==> src/wdt_regs.svh <==
`ifndef WDT_REGS_SVH
`define WDT_REGS_SVH

// register byte offsets
`define WDT_OFS_CTRL      8'h00
`define WDT_OFS_SERVICE   8'h04
`define WDT_OFS_CLKCFG    8'h08
`define WDT_OFS_STATUS    8'h0c
`define WDT_OFS_MASK      8'h10
`define WDT_OFS_COUNT     8'h14

// control register fields
`define WDT_CTRL_WIN_BIT   7
`define WDT_CTRL_DBGS_BIT  6
`define WDT_CTRL_WMASK_BIT 5
`define WDT_CTRL_RATE_HI   2
`define WDT_CTRL_RATE_LO   0

// clock configuration fields
`define WDT_CFG_SEL_LO_BIT 0
`define WDT_CFG_SEL_HI_BIT 1
`define WDT_CFG_SDLY_BIT   2

// status and mask fields
`define WDT_EV_TIMEOUT_BIT 0
`define WDT_EV_WINDOW_BIT  1
`define WDT_EV_SEQ_BIT     2
`define WDT_EV_W           3

// reset values and the rate code that disables the counter
`define WDT_RST_RATE   3'h0
`define WDT_RST_CFG    3'h0
`define WDT_RST_MASK   3'h0
`define WDT_RATE_OFF   3'h0

// service values
`define WDT_SVC_ARM      8'h55
`define WDT_SVC_RESTART  8'haa

// timeout exponents per rate code and in forced debug operation
`define WDT_EXP_R1  5'd14
`define WDT_EXP_R2  5'd16
`define WDT_EXP_R3  5'd18
`define WDT_EXP_R4  5'd20
`define WDT_EXP_R5  5'd22
`define WDT_EXP_R6  5'd23
`define WDT_EXP_MAX 5'd24

// counter width and tick counts after stop exit
`define WDT_CNT_W        24
`define WDT_STOP_SYNC_TICKS 4'h4

`endif

==> src/wdt_pkg.sv <==
`default_nettype none
package wdt_pkg;
  typedef enum logic [0:0] {
    WDT_SVC_IDLE  = 1'b0,
    WDT_SVC_ARMED = 1'b1
  } wdt_svc_state_t;

  typedef logic [2:0] wdt_rate_t;
  typedef logic [2:0] wdt_ev_t;
endpackage
`default_nettype wire

==> src/wdt_tick_if.sv <==
`timescale 1ns/1ps
`default_nettype none
interface wdt_tick_if;
  logic sel_osc;
  logic sync_delay_en;
  logic stop_mode;
  logic tick;

  modport ctrl (output sel_osc, output sync_delay_en, output stop_mode, input tick);
  modport gen  (input sel_osc, input sync_delay_en, input stop_mode, output tick);
endinterface
`default_nettype wire

==> src/wdt_top.sv <==
`timescale 1ns/1ps
`default_nettype none
`include "wdt_regs.svh"
module wdt_top (
  input  wire logic        clk_i,
  input  wire logic        rst_i,
  input  wire logic        ce_i,
  input  wire logic        wb_cyc_i,
  input  wire logic        wb_stb_i,
  input  wire logic        wb_we_i,
  input  wire logic [7:0]  wb_adr_i,
  input  wire logic [3:0]  wb_sel_i,
  input  wire logic [31:0] wb_dat_i,
  output logic      [31:0] wb_dat_o,
  output logic             wb_ack_o,
  input  wire logic        rc_clk_i,
  input  wire logic        osc_clk_i,
  input  wire logic        debug_active_i,
  input  wire logic        special_mode_i,
  input  wire logic        stop_mode_i,
  output logic             sys_reset_o,
  output logic             periodic_tick_run_o,
  output logic             irq_o
);
  import wdt_pkg::*;

  //////////////////////////////////////////////////////////////////////////
  // functions

  function automatic logic [4:0] rate_exp(input wdt_rate_t rate);
    logic [4:0] e;
    e = `WDT_EXP_MAX;
    case (rate)
      3'h1: e = `WDT_EXP_R1;
      3'h2: e = `WDT_EXP_R2;
      3'h3: e = `WDT_EXP_R3;
      3'h4: e = `WDT_EXP_R4;
      3'h5: e = `WDT_EXP_R5;
      3'h6: e = `WDT_EXP_R6;
      default: e = `WDT_EXP_MAX;
    endcase
    return e;
  endfunction

  function automatic logic [`WDT_CNT_W-1:0] last_count(input logic [4:0] e);
    logic [`WDT_CNT_W:0] p;
    p = ({{`WDT_CNT_W{1'b0}}, 1'b1} << e) - {{`WDT_CNT_W{1'b0}}, 1'b1};
    return p[`WDT_CNT_W-1:0];
  endfunction

  function automatic logic [`WDT_CNT_W-1:0] window_start(input logic [4:0] e);
    logic [`WDT_CNT_W:0] p;
    p = {{(`WDT_CNT_W-1){1'b0}}, 2'h3} << (e - 5'd2);
    return p[`WDT_CNT_W-1:0];
  endfunction

  //////////////////////////////////////////////////////////////////////////
  // pin synchronisers

  logic [1:0] dbg_sy_r;
  logic [1:0] spc_sy_r;
  logic [1:0] stp_sy_r;

  always_ff @(posedge clk_i)
  begin
    if (rst_i)
    begin
      dbg_sy_r <= 2'h0;
      spc_sy_r <= 2'h0;
      stp_sy_r <= 2'h0;
    end
    else if (ce_i)
    begin
      dbg_sy_r <= {dbg_sy_r[0], debug_active_i};
      spc_sy_r <= {spc_sy_r[0], special_mode_i};
      stp_sy_r <= {stp_sy_r[0], stop_mode_i};
    end
  end

  logic dbg_s;
  logic spc_s;
  logic stp_s;
  assign dbg_s = dbg_sy_r[1];
  assign spc_s = spc_sy_r[1];
  assign stp_s = stp_sy_r[1];

  //////////////////////////////////////////////////////////////////////////
  // tick source

  wdt_tick_if tk ();

  wdt_tick_gen u_tick (
    .clk_i     (clk_i),
    .rst_i     (rst_i),
    .ce_i      (ce_i),
    .rc_clk_i  (rc_clk_i),
    .osc_clk_i (osc_clk_i),
    .tk        (tk)
  );

  //////////////////////////////////////////////////////////////////////////
  // registers and state

  logic                  win_r;
  logic                  win_nxt;
  logic                  dbgs_r;
  logic                  dbgs_nxt;
  wdt_rate_t             rate_r;
  wdt_rate_t             rate_nxt;
  logic                  once_r;
  logic                  once_nxt;
  logic [2:0]            cfg_r;
  logic [2:0]            cfg_nxt;
  wdt_ev_t               stat_r;
  wdt_ev_t               stat_nxt;
  wdt_ev_t               mask_r;
  wdt_ev_t               mask_nxt;
  logic [`WDT_CNT_W-1:0] cnt_r;
  logic [`WDT_CNT_W-1:0] cnt_nxt;
  wdt_svc_state_t        svc_r;
  wdt_svc_state_t        svc_nxt;
  logic                  rst_out_r;
  logic                  rst_out_nxt;
  logic                  ack_r;
  logic                  ack_nxt;
  logic [31:0]           dat_r;
  logic [31:0]           dat_nxt;

  logic                  req;
  logic                  wr;
  logic                  rd;
  logic                  enabled;
  logic                  forced;
  logic                  halted;
  logic                  eff_win;
  logic [4:0]            eff_exp;
  logic                  expire;
  logic                  svc_wr;
  logic [7:0]            svc_val;
  logic                  early;
  logic                  ev_timeout;
  logic                  ev_window;
  logic                  ev_seq;
  logic                  restart;
  wdt_ev_t               ev_set;

  assign tk.sel_osc       = cfg_r[`WDT_CFG_SEL_LO_BIT];
  assign tk.sync_delay_en = cfg_r[`WDT_CFG_SDLY_BIT];
  assign tk.stop_mode     = stp_s;

  //////////////////////////////////////////////////////////////////////////
  // counter and service sequence

  always_comb
  begin
    req     = wb_cyc_i && wb_stb_i && !ack_r;
    wr      = req && wb_we_i && wb_sel_i[0];
    rd      = req && !wb_we_i;
    enabled = (rate_r != `WDT_RATE_OFF);
    forced  = enabled && dbg_s && !dbgs_r && spc_s;
    halted  = dbgs_r && dbg_s;
    eff_win = win_r && !forced;
    eff_exp = forced ? `WDT_EXP_MAX : rate_exp(rate_r);
    expire  = enabled && !halted && tk.tick && (cnt_r == last_count(eff_exp));
    svc_wr  = enabled && wr && (wb_adr_i == `WDT_OFS_SERVICE);
    svc_val = wb_dat_i[7:0];
    early   = eff_win && (cnt_r < window_start(eff_exp));

    ev_timeout = expire;
    ev_window  = svc_wr && early;
    ev_seq     = 1'b0;
    restart    = 1'b0;
    svc_nxt    = svc_r;
    if (svc_wr && !early)
    begin
      if (svc_val == `WDT_SVC_ARM)
      begin
        svc_nxt = WDT_SVC_ARMED;
      end
      else if (svc_val == `WDT_SVC_RESTART && svc_r == WDT_SVC_ARMED)
      begin
        svc_nxt = WDT_SVC_IDLE;
        restart = 1'b1;
      end
      else
      begin
        svc_nxt = WDT_SVC_IDLE;
        ev_seq  = 1'b1;
      end
    end
    rst_out_nxt = ev_timeout || ev_window || ev_seq;

    cnt_nxt = cnt_r;
    if (!enabled || restart || rst_out_nxt)
    begin
      cnt_nxt = {`WDT_CNT_W{1'b0}};
    end
    else if (!halted && tk.tick)
    begin
      cnt_nxt = cnt_r + {{(`WDT_CNT_W-1){1'b0}}, 1'b1};
    end
    if (rst_out_nxt)
    begin
      svc_nxt = WDT_SVC_IDLE;
    end
  end

  //////////////////////////////////////////////////////////////////////////
  // register writes and reads

  always_comb
  begin
    ev_set   = 3'h0;
    ev_set[`WDT_EV_TIMEOUT_BIT] = ev_timeout;
    ev_set[`WDT_EV_WINDOW_BIT]  = ev_window;
    ev_set[`WDT_EV_SEQ_BIT]     = ev_seq;
    win_nxt  = win_r;
    dbgs_nxt = dbgs_r;
    rate_nxt = rate_r;
    once_nxt = once_r;
    cfg_nxt  = cfg_r;
    mask_nxt = mask_r;
    stat_nxt = stat_r;
    ack_nxt  = req;
    dat_nxt  = 32'h0;

    if (wr && wb_adr_i == `WDT_OFS_CTRL)
    begin
      dbgs_nxt = wb_dat_i[`WDT_CTRL_DBGS_BIT];
      if (!wb_dat_i[`WDT_CTRL_WMASK_BIT] && (!once_r || spc_s))
      begin
        win_nxt  = wb_dat_i[`WDT_CTRL_WIN_BIT];
        rate_nxt = wb_dat_i[`WDT_CTRL_RATE_HI:`WDT_CTRL_RATE_LO];
        once_nxt = 1'b1;
      end
    end
    else if (wr && wb_adr_i == `WDT_OFS_CLKCFG)
    begin
      cfg_nxt = wb_dat_i[`WDT_CFG_SDLY_BIT:`WDT_CFG_SEL_LO_BIT];
    end
    else if (wr && wb_adr_i == `WDT_OFS_MASK)
    begin
      mask_nxt = wb_dat_i[`WDT_EV_W-1:0];
    end

    if (rd && wb_adr_i == `WDT_OFS_CTRL)
    begin
      dat_nxt[`WDT_CTRL_WIN_BIT]  = win_r;
      dat_nxt[`WDT_CTRL_DBGS_BIT] = dbgs_r;
      dat_nxt[`WDT_CTRL_RATE_HI:`WDT_CTRL_RATE_LO] = rate_r;
    end
    else if (rd && wb_adr_i == `WDT_OFS_CLKCFG)
    begin
      dat_nxt[`WDT_CFG_SDLY_BIT:`WDT_CFG_SEL_LO_BIT] = cfg_r;
    end
    else if (rd && wb_adr_i == `WDT_OFS_STATUS)
    begin
      dat_nxt[`WDT_EV_W-1:0] = stat_r;
      stat_nxt = 3'h0;
    end
    else if (rd && wb_adr_i == `WDT_OFS_MASK)
    begin
      dat_nxt[`WDT_EV_W-1:0] = mask_r;
    end
    else if (rd && wb_adr_i == `WDT_OFS_COUNT)
    begin
      dat_nxt[`WDT_CNT_W-1:0] = cnt_r;
    end
    stat_nxt = stat_nxt | ev_set;
  end

  //////////////////////////////////////////////////////////////////////////
  // state registers

  always_ff @(posedge clk_i)
  begin
    if (rst_i)
    begin
      win_r     <= 1'b0;
      dbgs_r    <= 1'b0;
      rate_r    <= `WDT_RST_RATE;
      once_r    <= 1'b0;
      cfg_r     <= `WDT_RST_CFG;
      stat_r    <= 3'h0;
      mask_r    <= `WDT_RST_MASK;
      cnt_r     <= {`WDT_CNT_W{1'b0}};
      svc_r     <= WDT_SVC_IDLE;
      rst_out_r <= 1'b0;
      ack_r     <= 1'b0;
      dat_r     <= 32'h0;
    end
    else if (ce_i)
    begin
      win_r     <= win_nxt;
      dbgs_r    <= dbgs_nxt;
      rate_r    <= rate_nxt;
      once_r    <= once_nxt;
      cfg_r     <= cfg_nxt;
      stat_r    <= stat_nxt;
      mask_r    <= mask_nxt;
      cnt_r     <= cnt_nxt;
      svc_r     <= svc_nxt;
      rst_out_r <= rst_out_nxt;
      ack_r     <= ack_nxt;
      dat_r     <= dat_nxt;
    end
  end

  //////////////////////////////////////////////////////////////////////////
  // outputs

  assign wb_ack_o            = ack_r;
  assign wb_dat_o            = dat_r;
  assign sys_reset_o         = rst_out_r;
  assign periodic_tick_run_o = !halted;
  assign irq_o               = |(stat_r & mask_r);
endmodule
`default_nettype wire

==> src/wdt_tick_gen.sv <==
`timescale 1ns/1ps
`default_nettype none
`include "wdt_regs.svh"
module wdt_tick_gen (
  input  wire logic  clk_i,
  input  wire logic  rst_i,
  input  wire logic  ce_i,
  input  wire logic  rc_clk_i,
  input  wire logic  osc_clk_i,
  wdt_tick_if.gen    tk
);
  import wdt_pkg::*;

  logic [2:0] rc_sh_r;
  logic [2:0] rc_sh_nxt;
  logic [2:0] osc_sh_r;
  logic [2:0] osc_sh_nxt;
  logic       stop_d_r;
  logic       stop_d_nxt;
  logic [3:0] hold_r;
  logic [3:0] hold_nxt;
  logic       rc_edge;
  logic       osc_edge;
  logic       raw_tick;

  //////////////////////////////////////////////////////////////////////////
  // two-flop sync, third flop for rising edge
  always_comb
  begin
    rc_sh_nxt  = {rc_sh_r[1:0], rc_clk_i};
    osc_sh_nxt = {osc_sh_r[1:0], osc_clk_i};
    rc_edge    = rc_sh_r[1] & ~rc_sh_r[2];
    osc_edge   = osc_sh_r[1] & ~osc_sh_r[2];
    raw_tick   = tk.sel_osc ? osc_edge : rc_edge;
    stop_d_nxt = tk.stop_mode;
    hold_nxt   = hold_r;
    if (stop_d_r && !tk.stop_mode && tk.sync_delay_en && !tk.sel_osc)
    begin
      hold_nxt = `WDT_STOP_SYNC_TICKS;
    end
    else if (hold_r != 4'h0 && raw_tick)
    begin
      hold_nxt = hold_r - 4'h1;
    end
    tk.tick = raw_tick && !tk.stop_mode && (hold_r == 4'h0);
  end

  always_ff @(posedge clk_i)
  begin
    if (rst_i)
    begin
      rc_sh_r  <= 3'h0;
      osc_sh_r <= 3'h0;
      stop_d_r <= 1'b0;
      hold_r   <= 4'h0;
    end
    else if (ce_i)
    begin
      rc_sh_r  <= rc_sh_nxt;
      osc_sh_r <= osc_sh_nxt;
      stop_d_r <= stop_d_nxt;
      hold_r   <= hold_nxt;
    end
  end
endmodule
`default_nettype wire

==> config.mk <==
export PLATFORM = sky130hd
export DESIGN_NAME = wdt_top
export DESIGN_NICKNAME = d
export VERILOG_FILES = /design/src/wdt_pkg.sv /design/src/wdt_tick_if.sv /design/src/wdt_top.sv /design/src/wdt_tick_gen.sv
export VERILOG_INCLUDE_DIRS = /design/src /design/src/src
export SDC_FILE = /design/constraint.sdc
export NUM_CORES = 1
export LEC_CHECK = 0
export ABC_CLOCK_PERIOD_IN_PS = 7680
export CORE_ASPECT_RATIO = 0.5
export CORE_MARGIN = 3
export CORE_UTILIZATION = 55
export DETAILED_ROUTE_END_ITERATION = 10
export DONT_BUFFER_PORTS = 1
export PLACE_DENSITY = 0.7
export SLEW_MARGIN = 20
export SYNTH_ARGS = -nofsm -noshare
export SYNTH_HDL_FRONTEND = slang
export SYNTH_HIERARCHICAL = 1
export SYNTH_SLANG_ARGS = --single-unit
==> constraint.sdc <==
create_clock -name clk_i -period 7.68 [get_ports clk_i]
set_clock_uncertainty 0.1 [all_clocks]
set_input_delay 0.768 -clock clk_i [delete_from_list [all_inputs] [get_ports clk_i]]
set_output_delay 0.768 -clock clk_i [all_outputs]
set_load 0.02 [all_outputs]
==> impl_metrics.tcl <==
set metrics [dict create \
    port_buffers 0 \
    wire_per_inst_um 17.8 \
    finalSetupTns_ns 0 \
    final_cell_area_um2 5460 \
    ir_worst_vdd_mv 0.123 \
    area_growth_pct 4.63 \
    max_slew_margin_pct 36.8 \
    worst_slew_pin_slew_ns 0.941 \
    final_common_cell "dfxtp_1" \
    rsz0062_at_grt "no" \
    fin_nets 719 \
    dieArea_um2 10800 \
    vias 4697 \
    grtUsageMet3_pct 6.28 \
    drt-total-wl_um 13500 \
    cts-root-buf "clkbuf_16" \
    hold_class "reg2reg" \
    pin_count 91 \
    globalRouteOverflowTotal 0 \
    postSynth.asyncResetShare_pct 0 \
    power.total_mw 0.882 \
    antenna_found_initial 0 \
    setup_viol 0 \
    diodes 0 \
    initial_core_util_pct 58.3 \
    die_h_um 74.9 \
    mappedNetlistArea_um2 5220 \
    clk_pin_slew_ns 0.06 \
    timing.fmax_ghz 0.180 \
    core_um2 8950 \
    die_w_um 144 \
    arrival_ns 5.62 \
    placed_area_um2 5180 \
    htree_levels 3 \
    crit_required_ns 7.76 \
    grt_pass1_wl_um 21600 \
    p_leak_nw 2.01 \
    gp_congestion 0.914 \
    finalMaxSlewViolations 0 \
    maxCapViolations 0 \
    cp-start-kind "flop" \
    antenna_left 0 \
    power.density_nw_per_um2 162 \
    status "completed" \
    grt_pass1_vias 4177 \
    drc 0 \
    fin_ws_ns 2.14 \
    synthFlopType "dfxtp_1" \
    grt_max_degree 63 \
    layout_common_cells "dfxtp_1, nand2_1, nor2_1" \
    crit_path_max_fanout 24 \
    cts_hold_buf 0 \
    yosys_warnings 6 \
    crit_path_end_kind "flop" \
    busiest_layer "met2" \
    post-route-min-period_ns 5.54 \
    cts.sinks 83 \
    vias_per_cell 6.22 \
    drive_gt1_share_pct 6.74 \
    crit_type "reg2reg" \
    synth_area_per_cell_um2 7.99 \
    synth.distinct_cells 75 \
    grt_use_met1_pct 37.5 \
    synth-edff-count 0 \
    grt_use_met2_pct 37.9 \
    synth-seq-cells 83 \
    post-route-util_pct 61.0 \
    hpwlAfterDp_um 9510 \
    track_usage_pct 25.5 \
    period_share_pct 72.2 \
    cts_made_buffers 9 \
    cts-resized-gates 0 \
    cts_buffer_depth 2 \
    drt_iter0_markers 412 \
    yosysSeqAreaShare_pct 31.9 \
    firstDrtPassIters 5 \
    clkLatencyLatePin_ns 0.34 \
    dp_slack_ns 2.23 \
    hold_viol 0 \
    post-cts-setup-buffers 0 \
    num_rows 24 \
    syn_inst 653 \
    cts_tree "yes" \
]
[logic make-up (layout without fill, tap and decap cells)]
group / count (synthesis) / in the layout / share of synthesized area, %
XOR/XNOR: 22 / 22 / 3.69
adder cells (fa/ha/maj): 31 / 31 / 7.44
other: 2 / 14 / 0.144
buffers and inverters: 59 / 32 / 5.56
flip-flops: 83 / 83 / 31.9
AO/OA/AOI/OAI: 137 / 137 / 16.8
AND/OR/NAND/NOR: 288 / 288 / 28.5
multiplexers: 31 / 31 / 6.00
[Yosys cell counts, drive strengths merged (5+ instances only)]
master  instances  area [um2]
a21oi          61         317
a31oi           5        31.3
and2            7        46.3
and3            8        50.1
buf            21         148
clkbuf         23        86.3
dfxtp          83        1660
ha             31         388
inv            14        52.6
mux2i          29         290
nand2          67         251
nand3          39         195
nand4          12        81.3
nor2           73         292
nor3           19         111
o211ai          8        65.1
o21ai          28         140
or3            25         156
xnor2          15         131
xor2            7        61.3
[metrics by stage]
step	cells	hold WS (ns)
detailed placement	739	0.358
global placement	739	0.346
global route	755	0.376
CTS	755	0.371
floorplan	665	0.332
finish	755	0.367
[worst max-delay path: stages, from the launching register on]
cell and delay (ns):
dfxtp_1 0.75, inv_1 0.29, xnor2_1 0.20, nor2_1 0.22, nor2_1 0.12, ha_1 0.48
nand2_1 0.16, or4b_2 0.64, ha_1 0.22, nand4_1 0.10, o211ai_1 0.10, o211ai_1 0.11
a31oi_1 0.18, or4_1 0.81, a41oi_4 0.79, a21oi_1 0.10
[sequential cells by signal (all words and copies together) (netlist names), 2 cells and up]
register	count
spc_sy_r	2
stat_r	3
cnt_r	24
dbg_sy_r	2
u_tick/rc_sh_r	3
mask_r	3
cfg_r	3
wb_dat_o	24
stp_sy_r	2
u_tick/hold_r	4
rate_r	3
u_tick/osc_sh_r	3
[cell type report]
cell class                 count  area (um2)
fill                         832        3490
multi-input combinational    523        3310
sequential                    83        1660
clock buffer                  10         229
tap                          117         146
inverter                      15        56.3
clock inverter                 6        47.5
timing repair buffer           1        7.51
[path summary, 6_finish.rpt]
kind / from / endpoint / slack [ns] / cells past startpoint
setup / recovery: rate_r[0]$_SDFFE_PP0P_ / cnt_r[1]$_SDFFE_PP0P_ / 2.14 / 15
hold / removal: once_r$_SDFFE_PP0P_ / once_r$_SDFFE_PP0P_ / 0.37 / 2
setup reg to reg: rate_r[0]$_SDFFE_PP0P_ / cnt_r[1]$_SDFFE_PP0P_ / 2.14 / 15
hold reg to reg: once_r$_SDFFE_PP0P_ / once_r$_SDFFE_PP0P_ / 0.37 / 2
[report_power, final]
part           switching, mW  total (mW)  leakage, nW  internal (mW)
sequential           0.00536       0.440        0.671          0.435
combinational         0.0194      0.0328         1.20         0.0134
clock                  0.185       0.409        0.139          0.223
total                  0.210       0.882         2.01          0.671
[routing by layer]
layer | up-vias | wire length [um]
li1 | 2297 | -
met1 | 2213 | 6560
met2 | 167 | 5770
met3 | 20 | 930
met4 | 0 | 205
met5 | - | 0
(Power assumes the default switching activity.)
